$ cat config.mk
export PLATFORM = sky130hd
export DESIGN_NAME = mrid_decoder
export DESIGN_NICKNAME = d
export VERILOG_FILES = /design/src/verilog/mrid_pkg.sv /design/src/verilog/mrid_decoder.sv
export VERILOG_INCLUDE_DIRS = /design/src /design/src/verilog
export SDC_FILE = /design/constraint.sdc
export NUM_CORES = 2
export LEC_CHECK = 0
export BUFFER_PORTS_ARGS = -buffer_cell sky130_fd_sc_hd__buf_2
export CAP_MARGIN = 10
export CORE_UTILIZATION = 40
export CTS_CLUSTER_SIZE = 14
export DETAILED_ROUTE_END_ITERATION = 8
export MAX_ROUTING_LAYER = met4
export PLACE_DENSITY = 0.58
export SLEW_MARGIN = 30
export SYNTH_ARGS = -nofsm -noshare
export SYNTH_HDL_FRONTEND = slang
export SYNTH_SLANG_ARGS = --single-unit
export TNS_END_PERCENT = 10
$ cat constraint.sdc
create_clock -name pclk -period 29.4 [get_ports pclk]
set_input_delay 5.88 -clock pclk [delete_from_list [all_inputs] [get_ports pclk]]
set_output_delay 5.88 -clock pclk [all_outputs]
set_load 0.005 [all_outputs]
$ cat src/verilog/mrid_params.svh
// Purpose: Constants for the mid-range instruction decoder.
// Assumes: Included by bare name from the decoder module and the bench.
// Notes:   Offsets are byte addresses on the APB slave port.
`ifndef MRID_PARAMS_SVH
`define MRID_PARAMS_SVH
`define MRID_OFS_INSTR     12'h000
`define MRID_OFS_WREG      12'h004
`define MRID_OFS_STATUS    12'h008
`define MRID_OFS_CTRL      12'h00C
`define MRID_OFS_FADDR     12'h010
`define MRID_OFS_FDATA     12'h014
`define MRID_OFS_PORTPIN   12'h018
`define MRID_OFS_CYCLES    12'h01C
`define MRID_RST_WREG      8'h00
`define MRID_RST_STATUS    5'h18
`define MRID_ST_C          0
`define MRID_ST_DC         1
`define MRID_ST_Z          2
`define MRID_ST_PD         3
`define MRID_ST_TO         4
`define MRID_CTRL_PSA      0
`define MRID_PHASES        3'h4
`define MRID_ADDR_TIMER0_COUNT     7'h01
`define MRID_ADDR_PORTA    7'h05
`define MRID_ADDR_PORTB    7'h06
`define MRID_WORD_SLEEP    14'h0063
`endif

$ cat src/verilog/mrid_pkg.sv
// Purpose: Types shared by the mid-range instruction decoder.
// Assumes: Nothing beyond the constants header.
// Notes:   Operation codes name the decoded class of a 14-bit word.
package mrid_pkg;
	typedef enum logic [4:0] {
		OP_NOP, OP_ADD_WF, OP_AND_WF, OP_OR_WF, OP_XOR_WF, OP_DEC_SKIP, OP_INC_SKIP,
		OP_ROT_L, OP_ROT_R, OP_BTEST_CLR, OP_BTEST_SET, OP_ADD_LIT, OP_OR_LIT,
		OP_XOR_LIT, OP_SUB_LIT, OP_RET_LIT, OP_SLEEP
	} mrid_op_e;
	typedef enum logic [1:0] {
		ST_IDLE, ST_RUN, ST_NOP
	} mrid_state_e;
endpackage
$ cat src/verilog/mrid_decoder.sv
// Purpose: Decode and execute one 14-bit instruction word per APB request.
// Assumes: File registers live here as a 128-byte array; port pins are inputs.
// Notes:   A write of the instruction register starts execution; busy shows progress.
//
// Implementation choices: the address map and register access over APB.
`timescale 1ns/1ns
`include "mrid_params.svh"

module mrid_decoder (
	input  wire logic        pclk,
	input  wire logic        presetn,
	input  wire logic        psel,
	input  wire logic        penable,
	input  wire logic        pwrite,
	input  wire logic [11:0] paddr,
	input  wire logic [31:0] pwdata,
	output logic      [31:0] prdata,
	output logic             pready,
	output logic             pslverr,
	input  wire logic [7:0]  porta_pins,
	input  wire logic [7:0]  portb_pins,
	output logic             prescaler_clear,
	output logic             busy
);
	localparam logic [2:0] PHASES = `MRID_PHASES;

	logic [7:0]         file_mem [0:127];
	logic [13:0]        instr;
	logic [7:0]         wreg;
	logic [4:0]         status;
	logic [7:0]         ctrl;
	logic [6:0]         faddr;
	logic [15:0]        cycles;
	logic [2:0]         phase;
	logic               stalled;
	mrid_pkg::mrid_state_e state;

	// Field extraction shared by all byte, bit and literal operations
	wire logic                dest    = instr[7];
	wire logic [6:0]          fa      = instr[6:0];
	wire logic [2:0]          bsel    = instr[9:7];
	wire logic [7:0]          lit     = instr[7:0];
	wire logic                is_port = (fa == `MRID_ADDR_PORTA) || (fa == `MRID_ADDR_PORTB);
	// Port registers read the pins; a result aimed at a port is never written back
	wire logic [7:0]          fval    = (fa == `MRID_ADDR_PORTA) ? porta_pins :
	                                    (fa == `MRID_ADDR_PORTB) ? portb_pins : file_mem[fa];

	function automatic mrid_pkg::mrid_op_e decode(input logic [13:0] w);
		mrid_pkg::mrid_op_e op;
		op = mrid_pkg::OP_NOP;
		if (w == `MRID_WORD_SLEEP) op = mrid_pkg::OP_SLEEP;
		else if (w[13:12] == 2'b00) begin
			unique case (w[11:8])
				4'h7: op = mrid_pkg::OP_ADD_WF;
				4'h5: op = mrid_pkg::OP_AND_WF;
				4'hB: op = mrid_pkg::OP_DEC_SKIP;
				4'hF: op = mrid_pkg::OP_INC_SKIP;
				4'h4: op = mrid_pkg::OP_OR_WF;
				4'h6: op = mrid_pkg::OP_XOR_WF;
				4'hD: op = mrid_pkg::OP_ROT_L;
				4'hC: op = mrid_pkg::OP_ROT_R;
				default: op = mrid_pkg::OP_NOP;
			endcase
		end else if (w[13:12] == 2'b01) begin
			if (w[11:10] == 2'b10) op = mrid_pkg::OP_BTEST_CLR;
			else if (w[11:10] == 2'b11) op = mrid_pkg::OP_BTEST_SET;
		end else if (w[13:12] == 2'b11) begin
			if (w[11:9] == 3'b111) op = mrid_pkg::OP_ADD_LIT;
			else if (w[11:8] == 4'h8) op = mrid_pkg::OP_OR_LIT;
			else if (w[11:8] == 4'hA) op = mrid_pkg::OP_XOR_LIT;
			else if (w[11:9] == 3'b110) op = mrid_pkg::OP_SUB_LIT;
			else if (w[11:10] == 2'b01) op = mrid_pkg::OP_RET_LIT;
		end
		return op;
	endfunction

	// Nine-bit add with digit carry; subtract passes the complement and carry-in 1
	function automatic logic [9:0] add8(input logic [7:0] a, input logic [7:0] b, input logic ci);
		logic [4:0] lo;
		logic [8:0] full;
		lo   = {1'b0, a[3:0]} + {1'b0, b[3:0]} + {4'h0, ci};
		full = {1'b0, a} + {1'b0, b} + {8'h00, ci};
		return {lo[4], full};
	endfunction

	wire mrid_pkg::mrid_op_e op   = decode(instr);
	wire logic [9:0]  sum_wf      = add8(wreg, fval, 1'b0);
	wire logic [9:0]  sum_lit     = add8(lit, wreg, 1'b0);
	wire logic [9:0]  dif_lit     = add8(lit, ~wreg, 1'b1);
	wire logic [7:0]  dec_v       = fval - 8'h01;
	wire logic [7:0]  inc_v       = fval + 8'h01;
	wire logic        bit_v       = fval[bsel];

	// Result, flag updates and skip decision of the current word
	logic [7:0] res;
	logic [4:0] next_status;
	logic       to_file;
	logic       wr_w;
	logic       two_cyc;
	always_comb begin
		res         = 8'h00;
		next_status = status;
		to_file     = 1'b0;
		wr_w        = 1'b0;
		two_cyc     = 1'b0;
		unique case (op)
			mrid_pkg::OP_ADD_WF: begin
				res = sum_wf[7:0];
				next_status[`MRID_ST_C]  = sum_wf[8];
				next_status[`MRID_ST_DC] = sum_wf[9];
				next_status[`MRID_ST_Z]  = (res == 8'h00);
			end
			mrid_pkg::OP_AND_WF: begin
				res = wreg & fval;
				next_status[`MRID_ST_Z] = (res == 8'h00);
			end
			mrid_pkg::OP_OR_WF: begin
				res = wreg | fval;
				next_status[`MRID_ST_Z] = (res == 8'h00);
			end
			mrid_pkg::OP_XOR_WF: begin
				res = wreg ^ fval;
				next_status[`MRID_ST_Z] = (res == 8'h00);
			end
			mrid_pkg::OP_DEC_SKIP: begin
				res     = dec_v;
				two_cyc = (dec_v == 8'h00);
			end
			mrid_pkg::OP_INC_SKIP: begin
				res     = inc_v;
				two_cyc = (inc_v == 8'h00);
			end
			mrid_pkg::OP_ROT_L: begin
				res = {fval[6:0], status[`MRID_ST_C]};
				next_status[`MRID_ST_C] = fval[7];
			end
			mrid_pkg::OP_ROT_R: begin
				res = {status[`MRID_ST_C], fval[7:1]};
				next_status[`MRID_ST_C] = fval[0];
			end
			mrid_pkg::OP_BTEST_CLR: two_cyc = !bit_v;
			mrid_pkg::OP_BTEST_SET: two_cyc = bit_v;
			mrid_pkg::OP_ADD_LIT: begin
				res  = sum_lit[7:0];
				wr_w = 1'b1;
				next_status[`MRID_ST_C]  = sum_lit[8];
				next_status[`MRID_ST_DC] = sum_lit[9];
				next_status[`MRID_ST_Z]  = (res == 8'h00);
			end
			mrid_pkg::OP_OR_LIT: begin
				res  = lit | wreg;
				wr_w = 1'b1;
				next_status[`MRID_ST_Z] = (res == 8'h00);
			end
			mrid_pkg::OP_XOR_LIT: begin
				res  = lit ^ wreg;
				wr_w = 1'b1;
				next_status[`MRID_ST_Z] = (res == 8'h00);
			end
			mrid_pkg::OP_SUB_LIT: begin
				res  = dif_lit[7:0];
				wr_w = 1'b1;
				next_status[`MRID_ST_C]  = dif_lit[8];
				next_status[`MRID_ST_DC] = dif_lit[9];
				next_status[`MRID_ST_Z]  = (res == 8'h00);
			end
			mrid_pkg::OP_RET_LIT: begin
				res     = lit;
				wr_w    = 1'b1;
				two_cyc = 1'b1;
			end
			mrid_pkg::OP_SLEEP: begin
				next_status[`MRID_ST_TO] = 1'b1;
				next_status[`MRID_ST_PD] = 1'b0;
			end
			mrid_pkg::OP_NOP: res = 8'h00;
		endcase
		if (op inside {mrid_pkg::OP_ADD_WF, mrid_pkg::OP_AND_WF, mrid_pkg::OP_OR_WF,
		               mrid_pkg::OP_XOR_WF, mrid_pkg::OP_DEC_SKIP, mrid_pkg::OP_INC_SKIP,
		               mrid_pkg::OP_ROT_L, mrid_pkg::OP_ROT_R}) begin
			to_file = dest;
			wr_w    = !dest;
		end
	end

	// APB decode; the bus waits while an instruction is in flight
	wire logic acc       = psel && penable;
	wire logic hit       = paddr inside {`MRID_OFS_INSTR, `MRID_OFS_WREG, `MRID_OFS_STATUS,
	                                     `MRID_OFS_CTRL, `MRID_OFS_FADDR, `MRID_OFS_FDATA,
	                                     `MRID_OFS_PORTPIN, `MRID_OFS_CYCLES};
	wire logic bus_ok    = (state == mrid_pkg::ST_IDLE);
	// One settling cycle after a stall, so read data can catch the finished result
	wire logic ready_now = bus_ok && !stalled;
	wire logic wr_take   = acc && pwrite && ready_now && hit;
	wire logic start     = wr_take && (paddr == `MRID_OFS_INSTR);
	wire logic last_ph   = (phase == PHASES - 3'h1);
	wire logic exec      = (state == mrid_pkg::ST_RUN) && last_ph;
	wire logic file_wr   = exec && to_file && !is_port;
	wire logic tmr_wr    = exec && to_file && (fa == `MRID_ADDR_TIMER0_COUNT);
	assign pready  = ready_now;
	assign pslverr = acc && ready_now && !hit;
	assign busy    = (state != mrid_pkg::ST_IDLE);

	// Sequencer: four phases per instruction cycle, a second cycle as no-op
	always_ff @(posedge pclk or negedge presetn) begin
		if (!presetn) begin
			state <= mrid_pkg::ST_IDLE;
			phase <= 3'h0;
			stalled <= 1'b0;
		end else begin
			stalled <= acc && !bus_ok;
			phase <= (state == mrid_pkg::ST_IDLE || last_ph) ? 3'h0 : phase + 3'h1;
			unique case (state)
				mrid_pkg::ST_IDLE: if (start) state <= mrid_pkg::ST_RUN;
				mrid_pkg::ST_RUN:  if (last_ph) state <= two_cyc ? mrid_pkg::ST_NOP : mrid_pkg::ST_IDLE;
				mrid_pkg::ST_NOP:  if (last_ph) state <= mrid_pkg::ST_IDLE;
			endcase
		end
	end

	// Architectural state and software-visible registers
	always_ff @(posedge pclk or negedge presetn) begin
		if (!presetn) begin
			instr           <= 14'h0000;
			wreg            <= `MRID_RST_WREG;
			status          <= `MRID_RST_STATUS;
			ctrl            <= 8'h00;
			faddr           <= 7'h00;
			cycles          <= 16'h0000;
			prescaler_clear <= 1'b0;
		end else begin
			prescaler_clear <= tmr_wr && !ctrl[`MRID_CTRL_PSA];
			if (exec) begin
				status <= next_status;
				if (wr_w) wreg <= res;
			end
			if (state != mrid_pkg::ST_IDLE && last_ph) cycles <= cycles + 16'h0001;
			if (wr_take) begin
				unique case (paddr)
					`MRID_OFS_INSTR:  instr  <= pwdata[13:0];
					`MRID_OFS_WREG:   wreg   <= pwdata[7:0];
					`MRID_OFS_STATUS: status <= pwdata[4:0];
					`MRID_OFS_CTRL:   ctrl   <= pwdata[7:0];
					`MRID_OFS_FADDR:  faddr  <= pwdata[6:0];
					`MRID_OFS_CYCLES: cycles <= 16'h0000;
					default:          ;
				endcase
			end
		end
	end

	// File array has no reset; the result is written only after the read above
	always_ff @(posedge pclk) begin
		if (file_wr) file_mem[fa] <= res;
		else if (wr_take && paddr == `MRID_OFS_FDATA) file_mem[faddr] <= pwdata[7:0];
	end

	// Read data registered in setup, reloaded while stalled; a word that ends on the setup edge can leave it stale
	always_ff @(posedge pclk or negedge presetn) begin
		if (!presetn) prdata <= 32'h0000_0000;
		else if (psel && (!penable || stalled)) begin
			unique case (paddr)
				`MRID_OFS_INSTR:   prdata <= {18'h00000, instr};
				`MRID_OFS_WREG:    prdata <= {24'h000000, wreg};
				`MRID_OFS_STATUS:  prdata <= {27'h0000000, status};
				`MRID_OFS_CTRL:    prdata <= {24'h000000, ctrl};
				`MRID_OFS_FADDR:   prdata <= {25'h0000000, faddr};
				`MRID_OFS_FDATA:   prdata <= {24'h000000, file_mem[faddr]};
				`MRID_OFS_PORTPIN: prdata <= {16'h0000, portb_pins, porta_pins};
				`MRID_OFS_CYCLES:  prdata <= {16'h0000, cycles};
				default:           prdata <= 32'h0000_0000;
			endcase
		end
	end

	// A word that neither skips nor returns must never take a second cycle
	property p_single;
		@(posedge pclk) disable iff (!presetn)
		(exec && !two_cyc) |=> state == mrid_pkg::ST_IDLE;
	endproperty
	a_single: assert property (p_single) else $error("extra cycle");

	property p_skip_len;
		@(posedge pclk) disable iff (!presetn)
		(exec && two_cyc) |=> (state == mrid_pkg::ST_NOP) [*4] ##1 state == mrid_pkg::ST_IDLE;
	endproperty
	a_skip_len: assert property (p_skip_len) else $error("skip not four phases");

	property p_tmr;
		@(posedge pclk) disable iff (!presetn)
		(tmr_wr && !ctrl[`MRID_CTRL_PSA]) |=> prescaler_clear;
	endproperty
	a_tmr: assert property (p_tmr) else $error("prescaler not cleared");

	property p_sleep;
		@(posedge pclk) disable iff (!presetn)
		(exec && op == mrid_pkg::OP_SLEEP) |=> status[`MRID_ST_TO] && !status[`MRID_ST_PD];
	endproperty
	a_sleep: assert property (p_sleep) else $error("standby flags");

	property p_nop;
		@(posedge pclk) disable iff (!presetn)
		(exec && op == mrid_pkg::OP_NOP) |=> $stable(wreg) && $stable(status) && state == mrid_pkg::ST_IDLE;
	endproperty
	a_nop: assert property (p_nop) else $error("no-op changed state");

	property p_dest;
		@(posedge pclk) disable iff (!presetn)
		(exec && op == mrid_pkg::OP_AND_WF && dest) |=> $stable(wreg);
	endproperty
	a_dest: assert property (p_dest) else $error("W written with d set");

	property p_add_z;
		@(posedge pclk) disable iff (!presetn)
		(exec && op == mrid_pkg::OP_ADD_LIT) |=> wreg == $past(res) && status[`MRID_ST_Z] == (wreg == 8'h00);
	endproperty
	a_add_z: assert property (p_add_z) else $error("literal add result");

	property p_ret;
		@(posedge pclk) disable iff (!presetn)
		(exec && op == mrid_pkg::OP_RET_LIT) |=> wreg == $past(lit) ##4 state == mrid_pkg::ST_IDLE;
	endproperty
	a_ret: assert property (p_ret) else $error("return literal");
endmodule

Yosys cells after proc, flatten, opt, wreduce, memory -nomap -nowiden

Memory sizes are Yosys's and may differ from the RTL's.
Cells that the tools add are included.

Memories: 2
Bits in writable memories: 1024
Register bits after elaboration: 97
Output and inout port bits: 36
Input bits: 65
Bits in read-only memories: 64

Memories:

| memory          | depth | bits a word | read ports | clocked after memory_dff | write ports | line               | RTL |
|---|---|---|---|---|---|---|---|
| file_mem        | 128   | 8           | 2          | 0                        | 1           | mrid_decoder.sv:27 | `logic [7:0] file_mem [0:127];` |
| (no name shown) | 16    | 4           | 1          | 0                        | 0           | mrid_decoder.sv:53 | `unique case (w[11:8])` |

Bitwise logic cells: 6
Multiplexer cells: 49
Reductions and logical operators: 50
Magnitude comparators: 1
Eq/ne operators: 42
Add/sub/neg operators: 12

Operators by type and width:

| operator                                                               | number |
|---|---|
| 16-bit case mux with 8 select lines                                    | 1 |
| 8-bit case mux with 13 select lines                                    | 1 |
| 8-bit logical NOT                                                      | 10 |
| 8-bit two-way mux                                                      | 7 |
| 12-bit by 5-bit equality test with 1-bit output, second input constant | 4 |
| 16-bit two-way mux                                                     | 3 |
| 5-bit by 4-bit equality test with 1-bit output, second input constant  | 8 |
| 4-bit two-way mux                                                      | 8 |
| 5-bit two-way mux                                                      | 6 |
| 8-bit by 8-bit adder with 9-bit output                                 | 3 |
| 12-bit by 4-bit equality test with 1-bit output, second input constant | 2 |
| 5-bit by 3-bit equality test with 1-bit output, second input constant  | 4 |
| 1-bit logical AND                                                      | 17 |
| 16-bit by 1-bit adder with 16-bit output, second input constant        | 1 |
| 8-bit bitwise OR                                                       | 2 |
| 8-bit nonzero test                                                     | 2 |
| 8-bit XOR                                                              | 2 |
| 4-bit by 4-bit adder with 5-bit output                                 | 3 |
| 14-bit by 7-bit equality test with 1-bit output, second input constant | 1 |
| 7-bit by 3-bit equality test with 1-bit output, second input constant  | 2 |
| 12-bit by 3-bit equality test with 1-bit output, second input constant | 1 |
| 12-bit logical NOT                                                     | 1 |
| 5-bit by 2-bit equality test with 1-bit output, second input constant  | 2 |
| 1-bit two-way mux                                                      | 10 |
| 34 further kinds                                                       | 59 |

Longest topological paths before layout

Depth after elaboration: 19
Gate-level depth with buffers: 26
Gate-level depth less buffers: 19

Least setup slack after synthesis

Ideal clock, no wire load.

Kind: in2reg
Start point: input porta_pins[0]
End point: memory file_mem[0][6], data pin
Setup time: 1.197 ns
Setup slack: 14.044 ns
Data arrival time: 14.159 ns
Stages: 18
Path buffers: 1
Cell sequence: a22o_1 a21oi_1 nand4_1 or4_4 and2_4 buf_2 ha_1 fa_1 a21o_1 a21oi_1 o21bai_1 a21oi_1 xnor2_1 a221o_1 or4_1 a221o_1 a211oi_1 o21ai_0

Word-level cells in the longest chain between the ends: 4
Elaborated cells between the ends (all ways): 6
Classes of those cells: add/sub: 3; mux: 3

RTL lines:

| item                                                                 | line                | RTL |
|---|---|---|
| from (decl)                                                          | mrid_decoder.sv:20  | `input wire logic [7:0] porta_pins,` |
| 8-bit two-way mux *                                                  | mrid_decoder.sv:45  | `` wire logic [7:0] fval = (fa == `MRID_ADDR_PORTA) ? porta_pins : `` |
| 8-bit by 1-bit adder with 8-bit output, or another cell as far along | mrid_decoder.sv:91  | `wire logic [7:0] inc_v = fval + 8'h01;` |
| 8-bit case mux with 13 select lines *                                | mrid_decoder.sv:106 | `unique case (op)` |
| 8-bit two-way mux (no source line) *                                 | --                  |  |
| to (decl)                                                            | mrid_decoder.sv:27  |  |

Mark *: on every way between the ends. The rest lies on a longest branch, timed or not.

Worst setup path after layout

Start point: input paddr[9]
End point: output pslverr

Word-level cells in the longest chain between the ends: 4
Elaborated cells between the ends (all ways): 11
Classes of those cells: eq/ne: 7; reduce/logical: 4

RTL lines:

| item                                                                          | line                | RTL |
|---|---|---|
| from (decl)                                                                   | mrid_decoder.sv:15  | `input wire logic [11:0] paddr,` |
| 12-bit by 3-bit equality test with 1-bit output, or another cell as far along | mrid_decoder.sv:188 | `` wire logic hit = paddr inside {`MRID_OFS_INSTR, `MRID_OFS_WREG, `MRID_OFS_STATUS, `` |
| 8-bit nonzero test *                                                          | mrid_decoder.sv:188 |  |
| 1-bit logical NOT *                                                           | mrid_decoder.sv:201 | `assign pslverr = acc && ready_now && !hit;` |
| 1-bit logical AND *                                                           | mrid_decoder.sv:201 |  |
| to (decl)                                                                     | mrid_decoder.sv:19  | `output logic pslverr,` |

Marked as above.

==> run summary <==
Ports: 101
Fin. Hold Viols: 0
wire length on met3: 17.3 mm
post-route setup TNS: 0 ps
unrepaired setup endpoints after global routing: false
DR iter-0 viols: 4812
Critical Path RT: 23520 ps
switch share: 20.8%
DR DRC count: 0
Max-slew headroom: 31.6%
CTS Buf Count: 114
most frequent cell after synthesis: edfxtp_1
hold_buf cts: 0
CP max stage cell: nor4_2
R2R Setup Slk: 19170 ps
fillers: 12047
router iterations before antenna repair: 7
critical path class: in2out
Final HPWL DP: 121 mm
DIE AREA: 142000 um^2
post_cts resized: 0
met1 WL: 72.0 mm
top cells by area, synth: edfxtp_1 (55%), mux4_2 (22%), dfrtp_1 (3.5%), mux2i_1 (2.7%), nor3_1 (1.6%)
Switching Power: 662 uW
top cell type by total area after synthesis: edfxtp_1
H-tree levels: 3
path depth of the worst reg2reg path: 22
Clock power frac: 44.7%
outcome: finished clean
Reg clk slew, reported paths: 60 ps
multiplexer share of the synthesized area: 25.6%
main combinational cell family by area after synthesis: multiplexers
Worst Tran Pin Value: 1020 ps
Hold Path Stages: 1
num rows: 137
pwr/cell area: 50.6 nW/um^2
clk_skew: 48.1 ps
Max VDD drop: 55.5 uV
DIE HEIGHT: 377 um
Chip Width: 377 um
vias in the first global route: 34042
post-synthesis simple-gate area fraction: 5.54%
clk buf depth: 3
Met2 Wirelength: 86.0 mm
Worst Setup End Kind: output port
Post-synth EDFFs: 1024
Placed Area: 59300 um^2
startpoint types: primary input
crit path DAT: 7130 ps
Area growth, synth to finish: 12.0%
Clk Latency, worst-skew pair: 760 ps
synthesized netlist cell count: 3332
Tot GR Track Use: 26.5%
routability cong.: 0.939
vias per cell: 6.44
post-layout utilization of the core: 45.2%
worst-path cell chain: buf_2 > nor4_1 > nand2_1 > nor4_2 > nor2b_1 > buf_2
post-synth top area share: 54.6%
CTS tree: yes
initial core utilization: 40.3%
core area: 140000 um^2
Vias: 34928
PortBufs: 66
Crit path top cell by count: buf_2
post-route cell area: 63000 um^2
first-pass GRT wire length: 259 mm
Largest stage delay, worst path: 490 ps
maxcap violations: 0
initial antenna violation count: 5
Synth Area in Adders: 1.46%
Post-Synth XOR/XNOR Area: 0.669%
post-route setup slack: 16390 ps
sequential fraction of the synthesis area: 58.3%
Root Driver: clkbuf_16
antenna-violating nets left: 0
Synth Area in Compound Gates: 5.29%
Flop pwr share: 53.8%
Final Setup Violations: 0
type of the worst min-delay path: reg2reg
Comb power frac: 1.4%
pre-CTS setup slack: 16390 ps
largest net degree at the start of global routing: 124
postcts setup bufs: 0
average instance area after synthesis: 16.9 um^2
GRT Residual Overflow: 0
Max Transition Viols Final: 0
share of cells above drive strength 1: 31.4%
power consumption: 3190 uW
Avg WL per Cell: 33.7 um
fmax: 76.9 MHz
clock sink count: 1105
synth warn: 0
top routing layer in use: met4
final wirelength: 182 mm
crit path max fanout: 7
unique cell type count in the Yosys netlist: 99
nets: 3578
ys async rst share: 7.33%
final worst-path cycle share: 44.3%
Post-synth top cells: edfxtp_1 (1024), mux4_2 (549), nor3_1 (175)
synthesized flop and latch total: 1105
Synth Flop Type: edfxtp_1
Cell Area, Synth: 56300 um^2
internal power: 2530 uW
fin crit period: 13010 ps
Leakage Power: 0.0223 uW
[flip-flops by register name, indices dropped and copies added, names as in the netlist]
name	flops
ctrl	8
cycles	16
faddr	7
file_mem	1024
instr	14
phase	3
prdata	16
prescaler_clear	1
stalled	1
state	2
status	5
wreg	8
[layout make-up]
class / instances / area (um^2) / share of cell area (%)
timing repair buffer: 274 / 2050 / 3.25
antenna: 5 / 12.5 / 0.0199
tap: 1876 / 2350 / 3.72
clock inverter: 67 / 636 / 1.01
sequential: 1105 / 32800 / 52.0
inverter: 45 / 171 / 0.272
multi-input combinational: 1910 / 22000 / 35.0
clock buffer: 139 / 2980 / 4.72
[worst max-delay path: cells and delay by family]
kind,cells,cell delay [ps]
buffers and inverters,2,250
and+or+nand+nor,4,1010
[power groups by stage]
stage | Sequential [uW] | Combinational, uW | Clock [uW]
global placement | 1750 | 44.3 | 0
floorplan | 1740 | 30.1 | 0
detailed placement | 1750 | 45.2 | 0
CTS | 1720 | 45.4 | 1440
global route | 1720 | 51.9 | 1500
finish | 1720 | 45.5 | 1430
[cell families after synthesis]
| family | Yosys count |
|---|---|
| other cells | 1 |
| flops | 1105 |
| simple gates | 616 |
| compound gates | 430 |
| fa+ha+maj | 64 |
| xor+xnor | 43 |
| buf+inv | 332 |
| mux | 741 |
[cell usage in the layout (no fill, tap or decap), types with 31 or more instances in the layout]
cell type	synthesis	final
edfxtp_1	1024	1024
mux4_2	549	549
buf_4	52	193
nor3_1	175	160
mux2i_1	154	154
nand2_1	146	146
clkbuf_16	0	117
nor2_1	79	78
dfrtp_1	79	71
o21ai_0	71	66
a21oi_1	68	65
buf_2	40	65
nand3_1	62	62
a22oi_1	61	61
ha_1	60	60
inv_1	35	35
mux2_2	35	35
o22ai_1	31	31
[per-stage QoR]
step	hold WS (ps)	instances
final	459	5421
after floorplan	408	3347
after global placement	431	5206
after detailed placement	439	5207
after CTS	455	5413
after global routing	477	5420
[worst paths after layout]
check,end,from
max in group asynchronous,faddr[3]$_DFFE_PN0P_,presetn
setup / recovery,pslverr,paddr[9]
min in group asynchronous,wreg[0]$_DFF_PN0_,presetn
hold / removal,phase[0]$_DFF_PN0_,phase[0]$_DFF_PN0_
hold reg to reg,phase[0]$_DFF_PN0_,phase[0]$_DFF_PN0_
setup reg to reg,file_mem[58][6]$_DFFE_PP_,instr[1]$_DFFE_PN0P_
[layer usage]
layer | up-vias | GRT usage [%]
met5 | - | -
met4 | 0 | 9.20
met3 | 350 | 4.95
met2 | 1934 | 40.9
met1 | 18459 | 35.3
li1 | 14185 | -
Power figures use the tool's default switching activity.
